`src/rtl/timer_zero_defines.svh`:
```
`ifndef TIMER_ZERO_DEFINES_SVH
`define TIMER_ZERO_DEFINES_SVH

// ****************************************************************
// Register addresses.
// ****************************************************************
`define TZ_ADDR_W 12
`define TZ_ADDR_COUNT_LOW 12'h19C
`define TZ_ADDR_COUNT_HIGH 12'h19D
`define TZ_ADDR_CONTROL_ZERO 12'h19E
`define TZ_ADDR_CONTROL_ONE 12'h19F
`define TZ_ADDR_IRQ_STATUS 12'h1A0
`define TZ_ADDR_IRQ_MASK 12'h1A1

// ****************************************************************
// Field positions.
// ****************************************************************
`define TZ_C0_ENABLE 7
`define TZ_C0_OUT 5
`define TZ_C0_WIDE 4
`define TZ_C0_OUTDIV_MSB 3
`define TZ_C0_OUTDIV_LSB 0
`define TZ_C1_SRC_MSB 7
`define TZ_C1_SRC_LSB 5
`define TZ_C1_UNSYNC 4
`define TZ_C1_INDIV_MSB 3
`define TZ_C1_INDIV_LSB 0
`define TZ_IRQ_TIMER 0

// ****************************************************************
// Reset values and constants.
// ****************************************************************
`define TZ_RST_BYTE 8'h00
`define TZ_RST_HIGH 8'hFF
`define TZ_RST_NIBBLE 4'h0
`define TZ_ONE_NIBBLE 4'h1
`define TZ_RST_SRC 3'h0
`define TZ_ONE_BYTE 8'h01
`define TZ_ALL_ONES_WORD 16'hFFFF
`define TZ_ONE_WORD 16'h0001
`define TZ_INSTR_LAST 2'h3
`define TZ_INSTR_ONE 2'h1
`define TZ_INSTR_RST 2'h0

`endif

```
`src/rtl/timer_zero_pkg.sv`:
```
package timer_zero_pkg;

	// ****************************************************************
	// Clock source selection codes.
	// ****************************************************************
	typedef enum logic [2:0] {
		SRC_PIN = 3'h0,
		SRC_PIN_INV = 3'h1,
		SRC_INSTR = 3'h2,
		SRC_HIGH_OSC = 3'h3,
		SRC_LOW_OSC = 3'h4,
		SRC_MID_OSC = 3'h5,
		SRC_SECONDARY = 3'h6,
		SRC_LOGIC_CELL = 3'h7
	} clk_src_e;

endpackage : timer_zero_pkg

```
`src/rtl/timer_zero_control.sv`:
```
`include "timer_zero_defines.svh"

// Overview of operation
// - Synchronised mode stops counting during Sleep.
// - Unsynchronised mode counts in Sleep, wakes.
// - Enable bit runs timer; resets to zero.
// - Read-only bit mirrors timer output level.
// - Width bit selects 16-bit or 8-bit.
// - Output divider divides events by value+1.
// - Source field selects one of eight clocks.
// - Unsync bit bypasses instruction clock synchronisation.
// - Input divider divides by two to value.
// - 8-bit mode: high register is period.
// - 16-bit mode: high and low form counter.
// - Reset: high all ones, others zero.
// - Match clears low, reloads period buffer.
// - Output toggles per postscaled event, sets flag.
// - Low or control writes clear both scalers.
// - 16-bit low read latches, write transfers high.
module timer_zero_control #(
	parameter int PRE_W = 15
) (
	input wire logic i_ref_clk,
	input wire logic i_rst_n,
	input wire logic [`TZ_ADDR_W-1:0] i_addr,
	input wire logic [7:0] i_wdata,
	input wire logic i_wr,
	input wire logic i_rd,
	output logic [7:0] o_rdata,
	input wire logic i_sleep,
	input wire logic i_input_pin,
	input wire logic i_high_internal_oscillator,
	input wire logic i_low_internal_oscillator,
	input wire logic i_mid_internal_oscillator,
	input wire logic i_secondary_oscillator,
	input wire logic i_logic_cell_one_output,
	output logic o_timer_toggle_output,
	output logic o_irq,
	output logic o_wake
);

	// ****************************************************************
	// Elaboration check.
	// ****************************************************************
	if (PRE_W != 15) begin : g_bad_pre_w
		$error("Prescaler width must be 15.");
	end

	// ****************************************************************
	// Registers and internal state.
	// ****************************************************************
	logic enable_reg;
	logic wide_mode_select_reg;
	logic [3:0] output_divider_reg;
	timer_zero_pkg::clk_src_e clk_src_reg;
	logic unsync_input_reg;
	logic [3:0] input_divider_reg;
	logic [7:0] count_low_reg;
	logic [7:0] count_high_period_reg;
	logic [7:0] count_high_byte_reg;
	logic [7:0] period_buf_reg;
	logic [3:0] post_cnt_reg;
	logic [PRE_W-1:0] pre_cnt_reg;
	logic src_prev_reg;
	logic presc_prev_reg;
	logic sync1_reg;
	logic sync2_reg;
	logic sync3_reg;
	logic pending_reg;
	logic [1:0] instr_div_reg;
	logic timer_irq_flag_reg;
	logic timer_irq_enable_reg;

	logic wr_low;
	logic wr_high;
	logic wr_c0;
	logic wr_c1;
	logic rd_low;
	logic clr_scalers;
	logic instr_en;
	logic src_level;
	logic presc_level;
	logic tick;
	logic period_match;
	logic rollover;
	logic count_event;
	logic post_done;
	logic [15:0] wide_next;

	assign wr_low = i_wr && (i_addr == `TZ_ADDR_COUNT_LOW);
	assign wr_high = i_wr && (i_addr == `TZ_ADDR_COUNT_HIGH);
	assign wr_c0 = i_wr && (i_addr == `TZ_ADDR_CONTROL_ZERO);
	assign wr_c1 = i_wr && (i_addr == `TZ_ADDR_CONTROL_ONE);
	assign rd_low = i_rd && (i_addr == `TZ_ADDR_COUNT_LOW);
	assign clr_scalers = wr_low || wr_c0 || wr_c1;

	// ****************************************************************
	// Control registers.
	// ****************************************************************
	always_ff @(posedge i_ref_clk or negedge i_rst_n) begin
		if (!i_rst_n) begin
			enable_reg <= 1'b0;
			wide_mode_select_reg <= 1'b0;
			output_divider_reg <= `TZ_RST_NIBBLE;
		end else if (wr_c0) begin
			enable_reg <= i_wdata[`TZ_C0_ENABLE];
			wide_mode_select_reg <= i_wdata[`TZ_C0_WIDE];
			output_divider_reg <= i_wdata[`TZ_C0_OUTDIV_MSB:`TZ_C0_OUTDIV_LSB];
		end
	end

	always_ff @(posedge i_ref_clk or negedge i_rst_n) begin
		if (!i_rst_n) begin
			clk_src_reg <= timer_zero_pkg::SRC_PIN;
			unsync_input_reg <= 1'b0;
			input_divider_reg <= `TZ_RST_NIBBLE;
		end else if (wr_c1) begin
			clk_src_reg <= timer_zero_pkg::clk_src_e'(i_wdata[`TZ_C1_SRC_MSB:`TZ_C1_SRC_LSB]);
			unsync_input_reg <= i_wdata[`TZ_C1_UNSYNC];
			input_divider_reg <= i_wdata[`TZ_C1_INDIV_MSB:`TZ_C1_INDIV_LSB];
		end
	end

	always_ff @(posedge i_ref_clk or negedge i_rst_n) begin
		if (!i_rst_n) begin
			timer_irq_enable_reg <= 1'b0;
		end else if (i_wr && (i_addr == `TZ_ADDR_IRQ_MASK)) begin
			timer_irq_enable_reg <= i_wdata[`TZ_IRQ_TIMER];
		end
	end

	// ****************************************************************
	// Instruction clock divider.
	// ****************************************************************
	always_ff @(posedge i_ref_clk or negedge i_rst_n) begin
		if (!i_rst_n) begin
			instr_div_reg <= `TZ_INSTR_RST;
		end else begin
			instr_div_reg <= instr_div_reg + `TZ_INSTR_ONE;
		end
	end

	assign instr_en = (instr_div_reg == `TZ_INSTR_LAST) && !i_sleep;

	// ****************************************************************
	// Clock source selection.
	// ****************************************************************
	always_comb begin
		case (clk_src_reg)
			timer_zero_pkg::SRC_PIN: begin
				src_level = i_input_pin;
			end
			timer_zero_pkg::SRC_PIN_INV: begin
				src_level = !i_input_pin;
			end
			timer_zero_pkg::SRC_INSTR: begin
				src_level = instr_div_reg[1] && !i_sleep;
			end
			timer_zero_pkg::SRC_HIGH_OSC: begin
				src_level = i_high_internal_oscillator;
			end
			timer_zero_pkg::SRC_LOW_OSC: begin
				src_level = i_low_internal_oscillator;
			end
			timer_zero_pkg::SRC_MID_OSC: begin
				src_level = i_mid_internal_oscillator;
			end
			timer_zero_pkg::SRC_SECONDARY: begin
				src_level = i_secondary_oscillator;
			end
			default: begin
				src_level = i_logic_cell_one_output;
			end
		endcase
	end

	// ****************************************************************
	// Input prescaler.
	// ****************************************************************
	always_ff @(posedge i_ref_clk or negedge i_rst_n) begin
		if (!i_rst_n) begin
			src_prev_reg <= 1'b0;
			pre_cnt_reg <= '0;
		end else begin
			src_prev_reg <= src_level;
			if (clr_scalers || !enable_reg) begin
				pre_cnt_reg <= '0;
			end else if (src_level && !src_prev_reg) begin
				pre_cnt_reg <= pre_cnt_reg + PRE_W'(1);
			end
		end
	end

	always_comb begin
		if (input_divider_reg == `TZ_RST_NIBBLE) begin
			presc_level = src_level;
		end else begin
			presc_level = pre_cnt_reg[input_divider_reg - `TZ_ONE_NIBBLE];
		end
	end

	// ****************************************************************
	// Synchroniser and count tick.
	// ****************************************************************
	always_ff @(posedge i_ref_clk or negedge i_rst_n) begin
		if (!i_rst_n) begin
			sync1_reg <= 1'b0;
			sync2_reg <= 1'b0;
			sync3_reg <= 1'b0;
			presc_prev_reg <= 1'b0;
		end else begin
			sync1_reg <= presc_level;
			sync2_reg <= sync1_reg;
			sync3_reg <= sync2_reg;
			presc_prev_reg <= presc_level;
		end
	end

	always_ff @(posedge i_ref_clk or negedge i_rst_n) begin
		if (!i_rst_n) begin
			pending_reg <= 1'b0;
		end else if (clr_scalers) begin
			pending_reg <= 1'b0;
		end else if (sync2_reg && !sync3_reg) begin
			pending_reg <= 1'b1;
		end else if (instr_en) begin
			pending_reg <= 1'b0;
		end
	end

	always_comb begin
		if (!enable_reg) begin
			tick = 1'b0;
		end else if (unsync_input_reg) begin
			tick = presc_level && !presc_prev_reg;
		end else begin
			tick = pending_reg && instr_en;
		end
	end

	// ****************************************************************
	// Counter.
	// ****************************************************************
	assign wide_next = {count_high_byte_reg, count_low_reg} + `TZ_ONE_WORD;
	assign period_match = !wide_mode_select_reg && (count_low_reg == period_buf_reg);
	assign rollover = wide_mode_select_reg && ({count_high_byte_reg, count_low_reg} == `TZ_ALL_ONES_WORD);
	assign count_event = tick && (period_match || rollover);

	always_ff @(posedge i_ref_clk or negedge i_rst_n) begin
		if (!i_rst_n) begin
			count_low_reg <= `TZ_RST_BYTE;
			count_high_byte_reg <= `TZ_RST_BYTE;
			period_buf_reg <= `TZ_RST_HIGH;
		end else if (wr_low) begin
			count_low_reg <= i_wdata;
			if (wide_mode_select_reg) begin
				count_high_byte_reg <= count_high_period_reg;
			end
		end else if (tick) begin
			if (wide_mode_select_reg) begin
				count_low_reg <= wide_next[7:0];
				count_high_byte_reg <= wide_next[15:8];
			end else if (period_match) begin
				count_low_reg <= `TZ_RST_BYTE;
				period_buf_reg <= count_high_period_reg;
			end else begin
				count_low_reg <= count_low_reg + `TZ_ONE_BYTE;
			end
		end
	end

	always_ff @(posedge i_ref_clk or negedge i_rst_n) begin
		if (!i_rst_n) begin
			count_high_period_reg <= `TZ_RST_HIGH;
		end else if (wr_high) begin
			count_high_period_reg <= i_wdata;
		end else if (rd_low && wide_mode_select_reg) begin
			count_high_period_reg <= count_high_byte_reg;
		end
	end

	// ****************************************************************
	// Postscaler, output and interrupt.
	// ****************************************************************
	assign post_done = count_event && (post_cnt_reg == output_divider_reg);

	always_ff @(posedge i_ref_clk or negedge i_rst_n) begin
		if (!i_rst_n) begin
			post_cnt_reg <= `TZ_RST_NIBBLE;
		end else if (clr_scalers) begin
			post_cnt_reg <= `TZ_RST_NIBBLE;
		end else if (post_done) begin
			post_cnt_reg <= `TZ_RST_NIBBLE;
		end else if (count_event) begin
			post_cnt_reg <= post_cnt_reg + `TZ_ONE_NIBBLE;
		end
	end

	always_ff @(posedge i_ref_clk or negedge i_rst_n) begin
		if (!i_rst_n) begin
			o_timer_toggle_output <= 1'b0;
		end else if (post_done) begin
			o_timer_toggle_output <= !o_timer_toggle_output;
		end
	end

	always_ff @(posedge i_ref_clk or negedge i_rst_n) begin
		if (!i_rst_n) begin
			timer_irq_flag_reg <= 1'b0;
		end else if (post_done) begin
			timer_irq_flag_reg <= 1'b1;
		end else if (i_wr && (i_addr == `TZ_ADDR_IRQ_STATUS) && i_wdata[`TZ_IRQ_TIMER]) begin
			timer_irq_flag_reg <= 1'b0;
		end
	end

	always_ff @(posedge i_ref_clk or negedge i_rst_n) begin
		if (!i_rst_n) begin
			o_irq <= 1'b0;
			o_wake <= 1'b0;
		end else begin
			o_irq <= timer_irq_flag_reg && timer_irq_enable_reg;
			o_wake <= i_sleep && timer_irq_flag_reg && timer_irq_enable_reg;
		end
	end

	// ****************************************************************
	// Read data.
	// ****************************************************************
	always_ff @(posedge i_ref_clk or negedge i_rst_n) begin
		if (!i_rst_n) begin
			o_rdata <= `TZ_RST_BYTE;
		end else if (i_rd) begin
			case (i_addr)
				`TZ_ADDR_COUNT_LOW: begin
					o_rdata <= count_low_reg;
				end
				`TZ_ADDR_COUNT_HIGH: begin
					o_rdata <= count_high_period_reg;
				end
				`TZ_ADDR_CONTROL_ZERO: begin
					o_rdata <= {enable_reg, 1'b0, o_timer_toggle_output, wide_mode_select_reg,
						output_divider_reg};
				end
				`TZ_ADDR_CONTROL_ONE: begin
					o_rdata <= {clk_src_reg, unsync_input_reg, input_divider_reg};
				end
				`TZ_ADDR_IRQ_STATUS: begin
					o_rdata <= {7'h00, timer_irq_flag_reg};
				end
				`TZ_ADDR_IRQ_MASK: begin
					o_rdata <= {7'h00, timer_irq_enable_reg};
				end
				default: begin
					o_rdata <= `TZ_RST_BYTE;
				end
			endcase
		end else begin
			o_rdata <= `TZ_RST_BYTE;
		end
	end

endmodule : timer_zero_control

```
`config.mk`:
```
export PLATFORM = sky130hd
export DESIGN_NAME = timer_zero_control
export DESIGN_NICKNAME = d
export VERILOG_FILES = /design/src/rtl/timer_zero_pkg.sv /design/src/rtl/timer_zero_control.sv
export VERILOG_INCLUDE_DIRS = /design/src /design/src/rtl
export SDC_FILE = /design/constraint.sdc
export NUM_CORES = 1
export LEC_CHECK = 0
export BUFFER_PORTS_ARGS = -buffer_cell sky130_fd_sc_hd__buf_2
export CORE_MARGIN = 2
export CORE_UTILIZATION = 40
export DETAILED_ROUTE_END_ITERATION = 16
export GPL_ROUTABILITY_DRIVEN = 0
export PLACE_DENSITY = 0.57
export SLEW_MARGIN = 15
export SYNTH_ARGS = -nofsm -noshare
export SYNTH_HDL_FRONTEND = slang
export SYNTH_SLANG_ARGS = --single-unit
```
`constraint.sdc`:
```
create_clock -name i_ref_clk -period 5.79 [get_ports i_ref_clk]
set_clock_uncertainty 0.05 [all_clocks]
set_input_delay 1.158 -clock i_ref_clk [delete_from_list [all_inputs] [get_ports i_ref_clk]]
set_output_delay 1.158 -clock i_ref_clk [all_outputs]
set_load 0.02 [all_outputs]
```
; Word-level counts from Yosys, hierarchy flattened
; Index checks and enable logic that the tools add are counted.
; Widths: inputs -> output; s select.
[totals]
mem_bits_ro = 0
wordCells = 123
output_inout_bits = 11
latch_bits = 0
memories = 0
in_bits = 31
ff_bits = 85
mem_bits_rw = 0
[op_classes]
n_bitwise = 2
n_reduce_logical = 44
n_eq_ne = 18
n_addsub = 6
shifts = 0
order_cmp = 1
div = 0
multipliers = 0
muxes = 28
[ops]
columns = op, count
row1 = $mux 8, 11
row2 = $eq 12x9->1 const B, 6
row3 = $pmux 8 s6, 1
row4 = $mux 15, 2
row5 = $logic_and 1x1->1, 22
row6 = $add 16x1->16 const B, 1
row7 = $eq 16x16->1 const B, 1
row8 = $add 15x1->15 const B, 1
row9 = $mux 4, 3
row10 = $eq 3x3->1 const B, 3
row11 = $mux 1, 9
row12 = $add 8x1->8 const B, 1
row13 = $eq 8x8->1, 1
row14 = $logic_not 1->1, 8
row15 = $reduce_bool 2->1, 4
row16 = $pmux 1 s7, 1
row17 = $eq 3x2->1 const B, 2
row18 = $reduce_bool 3->1, 2
row19 = $lt 4x5->1 const B, 1
row20 = $add 4x1->4 const B, 1
row21 = $bmux 1 s4, 1
row22 = $eq 4x4->1, 1
row23 = $logic_not 4->1, 1
row24 = $logic_or 1x1->1, 4
row25 = other kinds (9), 11

; Depth between registers and ports, before layout
; Gate-level depths: netlist of run 1.
[logic_depth]
depth_word = 11
ltp_mapped = 11
mapped_depth_nobuf = 9

; Least setup slack after synthesis of run 1
; OpenSTA, ideal clock, no wires.
[synth_timing]
path_kind = in2reg
start = in i_addr[9]
end = reg count_high_period_reg[6]
t_required_ns = 5.661
setup_time_ns = 0.079
setup_slack_ns = 2.813
arrival_time_ns = 2.849
cell_stages = 7
n_path_buf = 1
cell_sequence = nand4bb_1 > nor3_1 > nand3_1 > or4_1 > clkbuf_1 > mux2i_1 > o21ai_0
[synth_between]
elab_chain_cells = 4
elab_cells_between_ends = 7
classes_between = eq/ne (2) / mux (1) / reduce/logical (4)
[synth_lines]
columns = element, line
row1 = from (decl), timer_zero_control.sv:25  ; input wire logic [`TZ_ADDR_W-1:0] i_addr,
row2 = $eq 12x9->1, n/a
row3 = $logic_and 1x1->1, timer_zero_control.sv:94  ; assign rd_low = i_rd && (i_addr == `TZ_ADDR_COUNT_LOW);
row4 = $logic_and 1x1->1, timer_zero_control.sv:277  ; end else if (rd_low && wide_mode_select_reg) begin
row5 = $reduce_bool 2->1 (no source line), n/a
row6 = to (signal assigned), timer_zero_control.sv:274  ; count_high_period_reg <= `TZ_RST_HIGH;
row7 = to (signal assigned), timer_zero_control.sv:276  ; count_high_period_reg <= i_wdata;
row8 = to (signal assigned), timer_zero_control.sv:278  ; count_high_period_reg <= count_high_byte_reg;
row9 = to (decl), timer_zero_control.sv:59  ; logic [7:0] count_high_period_reg;
; Several ways; a longest one is shown, not always the timed one.
; A chain may end at the register's enable or synchronous reset.

; Worst setup path in the final report of run 1
[layout_timing]
start = reg input_divider_reg[0]
end = reg period_buf_reg[5]
[layout_between]
elab_chain_cells = 8
elab_cells_between_ends = 9
classes_between = add/sub (1) / mux (5) / reduce/logical (3)
[layout_lines]
columns = element, line
row1 = from (decl), timer_zero_control.sv:57  ; logic [3:0] input_divider_reg;
row2 = from (signal assigned), timer_zero_control.sv:116  ; input_divider_reg <= `TZ_RST_NIBBLE;
row3 = from (signal assigned), timer_zero_control.sv:120  ; input_divider_reg <= i_wdata[`TZ_C1_INDIV_MSB:`TZ_C1_INDIV_LSB];
row4 = $sub 4x1->4 (no source line), n/a
row5 = $bmux 1 s4, timer_zero_control.sv:198  ; presc_level = pre_cnt_reg[input_divider_reg - `TZ_ONE_NIBBLE];
row6 = $mux 1, timer_zero_control.sv:198
row7 = $mux 1 (*), timer_zero_control.sv:195  ; if (input_divider_reg == `TZ_RST_NIBBLE) begin
row8 = $logic_and 1x1->1 (*), timer_zero_control.sv:235  ; tick = presc_level && !presc_prev_reg;
row9 = $mux 1 (*), timer_zero_control.sv:234  ; end else if (unsync_input_reg) begin
row10 = $mux 1 (*), timer_zero_control.sv:232  ; if (!enable_reg) begin
row11 = $reduce_and 4->1 (no source line) (*), n/a
row12 = to (signal assigned), timer_zero_control.sv:253  ; period_buf_reg <= `TZ_RST_HIGH;
row13 = to (signal assigned), timer_zero_control.sv:265  ; period_buf_reg <= count_high_period_reg;
row14 = to (decl), timer_zero_control.sv:61  ; logic [7:0] period_buf_reg;
; Mark *: on every way between the ends. The rest lies on a longest branch, timed or not. The select of a mux whose other input is x is not followed.

==> results of run 1 <==
-- routing by layer --
| layer | part of all wire, % | GRT usage [%] |
|---|---|---|
| met5 | 0 | 0 |
| met4 | 2.5 | 7.72 |
| met3 | 6.1 | 5.24 |
| met2 | 46 | 29.8 |
| met1 | 45 | 27.7 |
-- how the worst max path moves through the flow --
stage	start	endpoint	slack, ns	cells past startpoint
final	input_divider_reg[0]$_DFFE_PN0P_	period_buf_reg[5]$_DFFE_PN1P_	2.58	9
after global placement	i_addr[9]	period_buf_reg[5]$_DFFE_PN1P_	2.31	7
after detailed placement	i_addr[9]	period_buf_reg[5]$_DFFE_PN1P_	2.26	7
after global routing	i_addr[9]	period_buf_reg[3]$_DFFE_PN1P_	2.34	7
after CTS	input_divider_reg[0]$_DFFE_PN0P_	period_buf_reg[5]$_DFFE_PN1P_	2.61	9
after floorplan	i_addr[9]	count_high_period_reg[6]$_DFFE_PN1P_	2.81	7
-- area by class of cell --
cell class / instances / area (um2) / area share [%]
clock inverters: 5 / 51.3 / 0.967
repair buffers: 42 / 219 / 4.13
inverters: 9 / 33.8 / 0.637
flip-flops and latches: 85 / 2150 / 40.5
clock buffers: 11 / 233 / 4.39
well taps: 143 / 179 / 3.37
multi-input cells: 327 / 2440 / 46.0
-- power breakdown --
group	switching (W)	total, W	internal (W)
clock network	0.000237	0.000568	0.000331
logic	0.0000324	0.0000518	0.0000193
registers	0.00000453	0.000604	0.000599
total	0.000274	0.00122	0.000950
-- synth_stat cells (all sizes together) (3+ instances only) --
| cell type | instances |
|---|---|
| mux2 | 23 |
| inv | 9 |
| nor2b | 12 |
| o21ai | 32 |
| a21oi | 14 |
| o2111ai | 3 |
| a211oi | 3 |
| nand2b | 3 |
| nand2 | 32 |
| buf | 3 |
| dfstp | 16 |
| nand3 | 17 |
| ha | 5 |
| a311oi | 6 |
| xnor2 | 17 |
| nand4 | 8 |
| or2 | 3 |
| clkbuf | 15 |
| nor3 | 10 |
| or4 | 3 |
| and3 | 9 |
| or4b | 3 |
| and2 | 8 |
| mux2i | 13 |
| or3 | 6 |
| xor2 | 10 |
| dfrtp | 69 |
| nor2 | 39 |
| a31oi | 6 |
| mux4 | 11 |
| nor4 | 4 |
-- stage by stage --
step                hold slack (ns)  instances  power, W  setup WS [ns]
floorplan                     0.304        439  0.000633           2.81
global placement              0.310        606  0.000666           2.31
detailed placement            0.325        606  0.000667           2.26
CTS                           0.338        622   0.00124           2.61
global route                  0.348        622   0.00127           2.34
finish                        0.334        622   0.00122           2.58
-- worst max-delay path: stages (launching register included) --
cell and delay [ns]:
dfrtp_1 0.60, inv_1 0.11, ha_1 0.41, mux4_2 0.26, o21ai_0 0.08, and4b_1 0.22
a31o_2 0.25, a31oi_4 0.47, nand3_2 0.31, mux2_2 0.35
-- cell families after synthesis --
| group | synth area share (%) |
|---|---|
| compound gates | 11.9 |
| xor+xnor | 5.03 |
| fa+ha+maj | 1.33 |
| buf+inv | 2.42 |
| flops | 45.7 |
| mux | 13.6 |
| simple gates | 20.0 |
==> results.sh, run 1 <==
export IMPL_relSlewSlack_pct=28.4
export IMPL_synth_edff_count=0
export IMPL_maxCapViolCount=0
export IMPL_most_common_layout_cells="dfrtp_1 (69), buf_2 (40), nor2_1 (39)"
export IMPL_grt_usage_pct=19.9
export IMPL_clk_insertion_delay_late_ns=0.35
export IMPL_post_route_util_pct=46.3
export IMPL_start_util_pct=41.0
export IMPL_clockBufferDepth=2
export IMPL_drt_initial_drc_count=248
export IMPL_required_ns=6.02
export IMPL_hold_end="sync3_reg$_DFF_PN0_"
export IMPL_min_period_ns=3.21
export IMPL_die_y_um=112
export IMPL_nNetsFinal=510
export IMPL_startpoint_type="flop"
export IMPL_layout_drive_gt1_share_pct=26.3
export IMPL_maxSlewViolCount=0
export IMPL_ios=42
export IMPL_clock_fmax_ghz=0.312
export IMPL_largest_reg_flops=15
export IMPL_grt_pass1_vias=3567
export IMPL_cts_buffers=9
export IMPL_reg2reg_depth=9
export IMPL_syn_to_final_growth_pct=12.8
export IMPL_yosys_area_top_type="dfrtp_1"
export IMPL_rr_endpoint="period_buf_reg[5]$_DFFE_PN1P_"
export IMPL_n_fill_cell=1041
export IMPL_ys_flop_type="dfrtp_1"
export IMPL_syn_cell_area_mm2=0.00470
export IMPL_cts_tree="done"
export IMPL_yosysUniqueCellTypes=65
export IMPL_cp_end_kind="flop"
export IMPL_status="finished clean"
export IMPL_dpl_hpwl_mm=8.24
export IMPL_avgSynthCellArea_um2=10.7
export IMPL_root_buffer="clkbuf_16"
export IMPL_grt_pass1_wl_mm=19.4
export IMPL_drc_errors=0
export IMPL_setup_tns_ns=0
export IMPL_vdd_drop_max_mv=0.140
export IMPL_yosys_top_cells_area="dfrtp_1 (37%), dfstp_2 (8.9%), mux2_2 (5.5%)"
export IMPL_leakagePower_nw=2.24
export IMPL_path_max_fanout=15
export IMPL_hold_depth=0
export IMPL_diodes=0
export IMPL_path_clk_slew_ns=0.06
export IMPL_fp_coreArea_mm2=0.0115
export IMPL_postSynthCellCount=439
export IMPL_cts_hold_buffers=0
export IMPL_synth_seq_cells=85
export IMPL_placement_rows=39
export IMPL_r2r_start="input_divider_reg[0]$_DFFE_PN0P_"
export IMPL_worst_setup_path_type="flop to flop"
export IMPL_reg2reg_slack_ns=2.58
export IMPL_ant_nets=0
export IMPL_period_share_pct=55.4
export IMPL_mostFrequentLayoutCell="dfrtp_1"
export IMPL_grt_max_degree=86
export IMPL_cts_htree_levels=3
export IMPL_hp_start="sync2_reg$_DFF_PN0_"
export IMPL_rsz0062_at_grt="no"
export IMPL_die_x_um=112
export IMPL_power_density_mw_per_mm2=231
export IMPL_routedWlPerCell_um=18.7
export IMPL_synth_nets=475
export IMPL_synth_top_area_share_pct=36.7
export IMPL_wirelength_mm=11.6
export IMPL_crit_arrival_ns=3.44
export IMPL_hp_class="flop to flop"
export IMPL_via_per_inst=5.81
export IMPL_dieArea_mm2=0.0126
export IMPL_dpl_cell_area_mm2=0.00502
export IMPL_cts_sinks=85
export IMPL_async_flop_share_pct=100
export IMPL_fin_area_mm2=0.00530
export IMPL_port_buffers=41
export IMPL_finalSetupViolations=0
export IMPL_grt_ovfl_total=0
export IMPL_worst_slew_pin_slew_ns=1.07
export IMPL_drt_pre_antenna_iters=5
export IMPL_antenna_found_initial=0
export IMPL_yosysWarnings=0
export IMPL_vias=3612
export IMPL_cts_setup_buffers=0
export IMPL_finalHoldViolCount=0
export IMPL_cts_resized=0
export IMPL_seq_area_frac_synth_pct=45.7
(Power assumes the default switching activity.)
==> inputs of run 2 (changes only) <==
ABC_AREA = 1   (was not set)
clock period = 3.26 ns   (was 5.79 ns; I/O delays follow)
==> run 2 against run 1 <==
Cell count increased by 43%. Clock-buffer cell count increased by 2. Via count increased by 29%. Design area increased by 9.2%. Global-route usage increased by 1.5 points. First-iteration DRC count increased by 58%. Sequential share of layout area decreased by 3.4 points. Synthesized cell count increased by 52%. Critical endpoint is now count_high_byte_reg[4]$_DFFE_PN0P_. Synthesized area increased by 9.1%.
==> results.sh, run 2 <==
export IMPL_finalSetupViolations=0
export IMPL_worst_slew_pin_slew_ns=0.995
export IMPL_seqCellArea_mm2=0.00215
export IMPL_diodes=0
export IMPL_die_x_um=117
export IMPL_fp_coreArea_mm2=0.0126
export IMPL_grt_pass1_wl_mm=22.2
export IMPL_met3_length_um=819
export IMPL_syn_cell_area_mm2=0.00513
export IMPL_nNetsFinal=748
export IMPL_drc_errors=0
export IMPL_status="finished clean"
export IMPL_required_ns=3.45
export IMPL_ant_nets=0
export IMPL_crit_arrival_ns=2.76
export IMPL_cp_endpoint="count_high_byte_reg[4]$_DFFE_PN0P_"
export IMPL_synth_top_area_share_pct=33.7
export IMPL_relSlewSlack_pct=33.7
export IMPL_route_met2_wl_mm=6.62
export IMPL_ios=42
export IMPL_cts_setup_buffers=0
export IMPL_synth_common_cells="nand2_1 (155), inv_1 (91), dfrtp_1 (69), nand3_1 (60), o21ai_0 (53)"
export IMPL_syn_to_final_growth_pct=12.9
export IMPL_drt_initial_drc_count=393
export IMPL_rsz0062_at_grt="no"
export IMPL_startpoint_type="flop"
export IMPL_vdd_drop_max_mv=0.188
export IMPL_vias=4677
export IMPL_cts_resized=0
export IMPL_hp_class="flop to flop"
export IMPL_synth_seq_cells=85
export IMPL_reg2reg_depth=15
export IMPL_layout_drive_gt1_share_pct=18.0
export IMPL_maxSlewViolCount=0
export IMPL_whs_ns=0.336
export IMPL_leakagePower_nw=2.85
export IMPL_maxCapViolCount=0
export IMPL_yosys_area_top_type="dfrtp_1"
export IMPL_r2r_start="input_divider_reg[0]$_DFFE_PN0P_"
export IMPL_startpoint="input_divider_reg[0]$_DFFE_PN0P_"
export IMPL_postSynthCellCount=667
export IMPL_most_common_layout_cells="nand2_1 (155), inv_1 (91), dfrtp_1 (69)"
export IMPL_clock_fmax_ghz=0.389
export IMPL_path_clk_slew_ns=0.06
export IMPL_power_density_mw_per_mm2=383
export IMPL_via_per_inst=5.26
export IMPL_ys_flop_type="dfrtp_1"
export IMPL_routedWlPerCell_um=15.9
export IMPL_dp_cells=873
export IMPL_start_util_pct=40.8
export IMPL_drt_pre_antenna_iters=5
export IMPL_top_layer="met4"
export IMPL_worst_setup_path_type="flop to flop"
export IMPL_root_buffer="clkbuf_16"
export IMPL_port_buffers=41
export IMPL_async_flop_share_pct=100
export IMPL_cts_buffers=9
export IMPL_finalHoldViolCount=0
export IMPL_cts_sinks=85
export IMPL_avgSynthCellArea_um2=7.69
export IMPL_rr_endpoint="count_high_byte_reg[4]$_DFFE_PN0P_"
export IMPL_multiInputGateArea_mm2=0.00251
export IMPL_cp_end_kind="flop"
export IMPL_mostFrequentLayoutCell="nand2_1"
export IMPL_yosys_top_cells_area="dfrtp_1 (34%), nand2_1 (11%), dfstp_2 (8.2%)"
export IMPL_seq_area_frac_synth_pct=41.9
export IMPL_cts_hold_buffers=0
export IMPL_min_period_ns=2.57
export IMPL_placement_rows=41
export IMPL_dpl_hpwl_mm=10.6
export IMPL_setup_tns_ns=0
export IMPL_grt_pass1_vias=4323
export IMPL_clk_insertion_delay_late_ns=0.35
export IMPL_cts_htree_levels=3
export IMPL_grt_ovfl_total=0
export IMPL_synth_nets=703
export IMPL_yosysUniqueCellTypes=41
export IMPL_wirelength_mm=14.1
export IMPL_largest_reg_flops=15
export IMPL_clockBufferDepth=2
export IMPL_dieArea_mm2=0.0137
export IMPL_period_share_pct=78.9
export IMPL_grt_max_degree=79
export IMPL_synth_edff_count=0
export IMPL_path_max_fanout=24
export IMPL_finalNonFillerCells=889
export IMPL_cts_tree="done"
export IMPL_n_fill_cell=1240
export IMPL_grt_usage_pct=21.4
export IMPL_reg2reg_slack_ns=0.69
export IMPL_met1_length_mm=6.43
export IMPL_yosysMostFrequentCell="nand2_1"
export IMPL_yosysWarnings=0
export IMPL_die_y_um=117
export IMPL_antenna_found_initial=0
-- run 2: cell count changes after synthesis, moves of 9 or more --
cell / delta
a21oi_1: +9
and3_1: -9
clkbuf_1: -9
inv_1: +82
mux2_2: -23
mux2i_1: -13
mux4_2: -10
nand2_1: +124
nand3_1: +45
nand3_2: +14
nor2b_1: -12
o21ai_0: +22
xnor2_1: -11
-- run 2: layout make-up --
cell class                 count  area share, %
multi-input combinational    473           43.3
clock inverter                 3          0.778
timing repair buffer          47           4.36
clock buffer                  13           4.49
inverter                      96           6.26
tap                          172           3.71
sequential                    85           37.1
-- run 2: power by group --
| group | switching, W | total [W] | internal [W] | leakage (nW) |
|---|---|---|---|---|
| clock | 0.000431 | 0.00107 | 0.000636 | 0.142 |
| combinational | 0.0000633 | 0.0000871 | 0.0000238 | 1.63 |
| sequential | 0.00000333 | 0.00106 | 0.00106 | 1.08 |
| total | 0.000498 | 0.00222 | 0.00172 | 2.85 |
-- run 2: metal layers --
metal	GRT usage, %	up-vias
met5	0	-
met4	7.53	0
met2	34.3	165
li1	-	2284
met1	29.2	2208
met3	3.55	20
-- run 2: worst min-delay path by stage --
stage / cells after the start / to / startpoint
5_1_grt: 0 / sync3_reg$_DFF_PN0_ / sync2_reg$_DFF_PN0_
3_3_place_gp: 0 / sync3_reg$_DFF_PN0_ / sync2_reg$_DFF_PN0_
3_5_place_dp: 0 / sync3_reg$_DFF_PN0_ / sync2_reg$_DFF_PN0_
6_report: 0 / sync3_reg$_DFF_PN0_ / sync2_reg$_DFF_PN0_
4_1_cts: 0 / sync3_reg$_DFF_PN0_ / sync2_reg$_DFF_PN0_
2_1_floorplan: 0 / sync2_reg$_DFF_PN0_ / sync1_reg$_DFF_PN0_
-- run 2: logic make-up after synthesis --
family                   synth area share [%]
flip-flops                               41.9
adder cells (fa/ha/maj)                  1.22
XOR/XNOR                                 4.10
AND/OR/NAND/NOR                          31.4
AO/OA/AOI/OAI                            12.2
buffers and inverters                    9.22
-- run 2: through the flow --
step	setup WS (ns)	cell area [um2]	total power, W	util (%)
floorplan	1.15	5130	0.00111	-
global route	0.426	5790	0.00230	46.1
finish	0.689	5790	0.00222	46.1
global placement	0.644	5490	0.00117	43.7
CTS	0.690	5790	0.00223	46.1
detailed placement	0.605	5490	0.00117	43.7
-- run 2: critical path, cell delays in order (launching register included) --
cell and delay, ns:
dfrtp_1 0.52, inv_4 0.11, ha_1 0.38, inv_1 0.11
nand3_1 0.10, nand3_1 0.07, nand3_1 0.07, nand2_1 0.06
nand2_2 0.06, nand3_2 0.09, nand2_4 0.10, nand2_4 0.08
nand2_4 0.30, nand2_2 0.18, nand2_1 0.10, nand2_1 0.05
==> inputs of run 3 (changes only) <==
ABC_AREA = 0   (was 1)
PLACE_DENSITY = 0.6   (was 0.57)
clock period = 2.3 ns   (was 3.26 ns; I/O delays follow)
==> run 3 against run 2 <==
The run now ends with setup timing left. Critical endpoint is now period_buf_reg[2]$_DFFE_PN1P_. Largest power group is now registers. Sequential cell count did not move. Sequential share of layout area fell by 0.96 points. Register-to-register slack got worse by 0.91 ns. Largest cell class unchanged.
==> results.sh, run 3 (synthesized netlist as in run 1, its figures left out) <==
export IMPL_status="finished with violations"
export IMPL_failed_checks="setup timing"
export IMPL_drt_initial_drc_count=282
export IMPL_vias=3831
export IMPL_period_share_pct=110
export IMPL_ios=42
export IMPL_startpoint_type="flop"
export IMPL_routedWlPerCell_um=18.4
export IMPL_layout_drive_gt1_share_pct=38.9
export IMPL_hp_class="primary input to async pin"
export IMPL_rr_endpoint="period_buf_reg[2]$_DFFE_PN1P_"
export IMPL_start_util_pct=41.0
export IMPL_port_buffers=41
export IMPL_grt_usage_pct=21.1
export IMPL_path_buf_inv=2
export IMPL_comb_power_share_pct=5.1
export IMPL_via_per_inst=5.61
export IMPL_n_fill_cell=1016
export IMPL_cp_top_family="multiplexers"
export IMPL_ant_nets=0
export IMPL_grt_max_degree=54
export IMPL_clockBufferDepth=2
export IMPL_switchingPower_w=0.000687
export IMPL_cp_end_kind="flop"
export IMPL_maxCapViolCount=0
export IMPL_grt_pass1_wl_mm=20.8
export IMPL_max_stage_delay_ns=0.45
export IMPL_path_clk_slew_ns=0.06
export IMPL_die_y_um=112
export IMPL_worstPathCellList="inv_4 > ha_4 > mux4_2 > nand2_1 > and4b_2 > a31o_2 > a31oi_4 > buf_12 > nand3_4 > mux2_4"
export IMPL_reg2reg_slack_ns=-0.22
export IMPL_crit_arrival_ns=2.74
export IMPL_min_period_ns=2.52
export IMPL_clock_fmax_ghz=0.397
export IMPL_leakagePower_nw=2.58
export IMPL_path_max_fanout=10
export IMPL_cts_hold_buffers=0
export IMPL_cts_buffers=9
export IMPL_rsz0062_at_grt="yes"
export IMPL_root_buffer="clkbuf_16"
export IMPL_grt_ovfl_total=0
export IMPL_r2r_start="input_divider_reg[0]$_DFFE_PN0P_"
export IMPL_antenna_found_initial=0
export IMPL_placement_rows=39
export IMPL_p_int_w=0.00229
export IMPL_reg2reg_depth=10
export IMPL_pwr_share_clk_pct=44.0
export IMPL_maxSlewViolCount=0
export IMPL_fp_coreArea_mm2=0.0115
export IMPL_dieArea_mm2=0.0126
export IMPL_clk_insertion_delay_late_ns=0.34
export IMPL_grt_pass1_vias=3887
export IMPL_finalSetupViolations=30
export IMPL_cts_htree_levels=3
export IMPL_most_common_layout_cells="dfrtp_1 (67), buf_4 (55), buf_2 (40)"
export IMPL_relSlewSlack_pct=70.3
export IMPL_power_density_mw_per_mm2=501
export IMPL_slowest_stage="dfrtp_2"
export IMPL_diodes=0
export IMPL_seqCellArea_mm2=0.00215
export IMPL_cts_sinks=85
export IMPL_drt_pre_antenna_iters=4
export IMPL_p_sw_share_pct=23.0
export IMPL_seqPwrFrac_pct=50.9
export IMPL_worst_slew_pin_slew_ns=0.446
export IMPL_required_ns=2.52
export IMPL_post_route_util_pct=51.9
export IMPL_die_x_um=112
export IMPL_power_w=0.00298
export IMPL_mostFrequentLayoutCell="dfrtp_1"
export IMPL_cts_tree="done"
export IMPL_vdd_drop_max_mv=0.329
export IMPL_drc_errors=0
export IMPL_finalHoldViolCount=0
export IMPL_nNetsFinal=571
export IMPL_worst_setup_path_type="flop to flop"
export IMPL_dpl_hpwl_mm=9.17
export IMPL_largest_reg_flops=15
export IMPL_multiInputGateArea_mm2=0.00260
export IMPL_fin_ws_ns=-0.219
export IMPL_syn_to_final_growth_pct=26.6
export IMPL_wirelength_mm=12.6
-- run 3: changes by cell type in the layout (fill, tap and decap cells not counted), sizes merged, moves of 9 or more --
cell / delta
nand2: -132
inv: -87
nand3: -59
buf: +55
o21ai: -31
mux2: +23
nor2: -15
mux2i: +13
nor2b: +12
mux4: +11
xnor2: +11
a21oi: -9
and3: +9
-- run 3: worst max-delay path by stage --
stage                                           startpoint                            endpoint  depth (start not counted)
after floorplan           input_divider_reg[0]$_DFFE_PN0P_        count_low_reg[3]$_DFFE_PN0P_                         10
after global placement    input_divider_reg[0]$_DFFE_PN0P_  count_high_byte_reg[7]$_DFFE_PN0P_                          9
after detailed placement  input_divider_reg[0]$_DFFE_PN0P_  count_high_byte_reg[7]$_DFFE_PN0P_                          9
after CTS                 input_divider_reg[0]$_DFFE_PN0P_  count_high_byte_reg[7]$_DFFE_PN0P_                          9
after global routing      input_divider_reg[0]$_DFFE_PN0P_        count_low_reg[2]$_DFFE_PN0P_                         10
final                     input_divider_reg[0]$_DFFE_PN0P_       period_buf_reg[2]$_DFFE_PN1P_                         10
-- run 3: layout make-up --
type,instances,area share [%]
Inverter,9,0.609
Multi-Input combinational cell,328,43.7
Timing Repair Buffer,102,12.2
Clock inverter,5,0.462
Sequential cell,85,36.1
Clock buffer,11,3.91
Tap cell,143,3.01
-- run 3: power by group through the flow --
stage	registers, W	logic (W)	clock network [W]
finish	0.00152	0.000151	0.00131
global route	0.00152	0.000167	0.00139
CTS	0.00152	0.000151	0.00133
detailed placement	0.00154	0.000147	0
global placement	0.00154	0.000145	0
floorplan	0.00154	0.0000540	0
-- run 3: metrics by stage --
| stage | area (um2) | cells | setup slack, ns | setup TNS (ns) | hold slack [ns] |
|---|---|---|---|---|---|
| after floorplan | 4740 | 439 | 0.00209 | 0 | 0.114 |
| after CTS | 5870 | 681 | -0.224 | -5.36 | 0.0230 |
| final | 5950 | 683 | -0.219 | -4.92 | 0.0120 |
| after detailed placement | 5510 | 661 | -0.353 | -7.97 | 0.330 |
| after global routing | 5950 | 683 | -0.324 | -8.64 | 0.0491 |
| after global placement | 5510 | 661 | -0.279 | -6.22 | 0.312 |
-- run 3: metal layers --
metal	routed length, um	track usage [%]	part of all wire, %
met5	0	0	0
met3	550	3.19	4.4
met2	6070	34.3	48
met4	288	8.05	2.3
met1	5670	28.9	45
-- run 3: repair_timing --
action	in CTS	in global routing
setup buffers	3	2
resized for setup	13	21
setup endpoints to repair	35	36
pin swaps	20	15
gates cloned	1	0
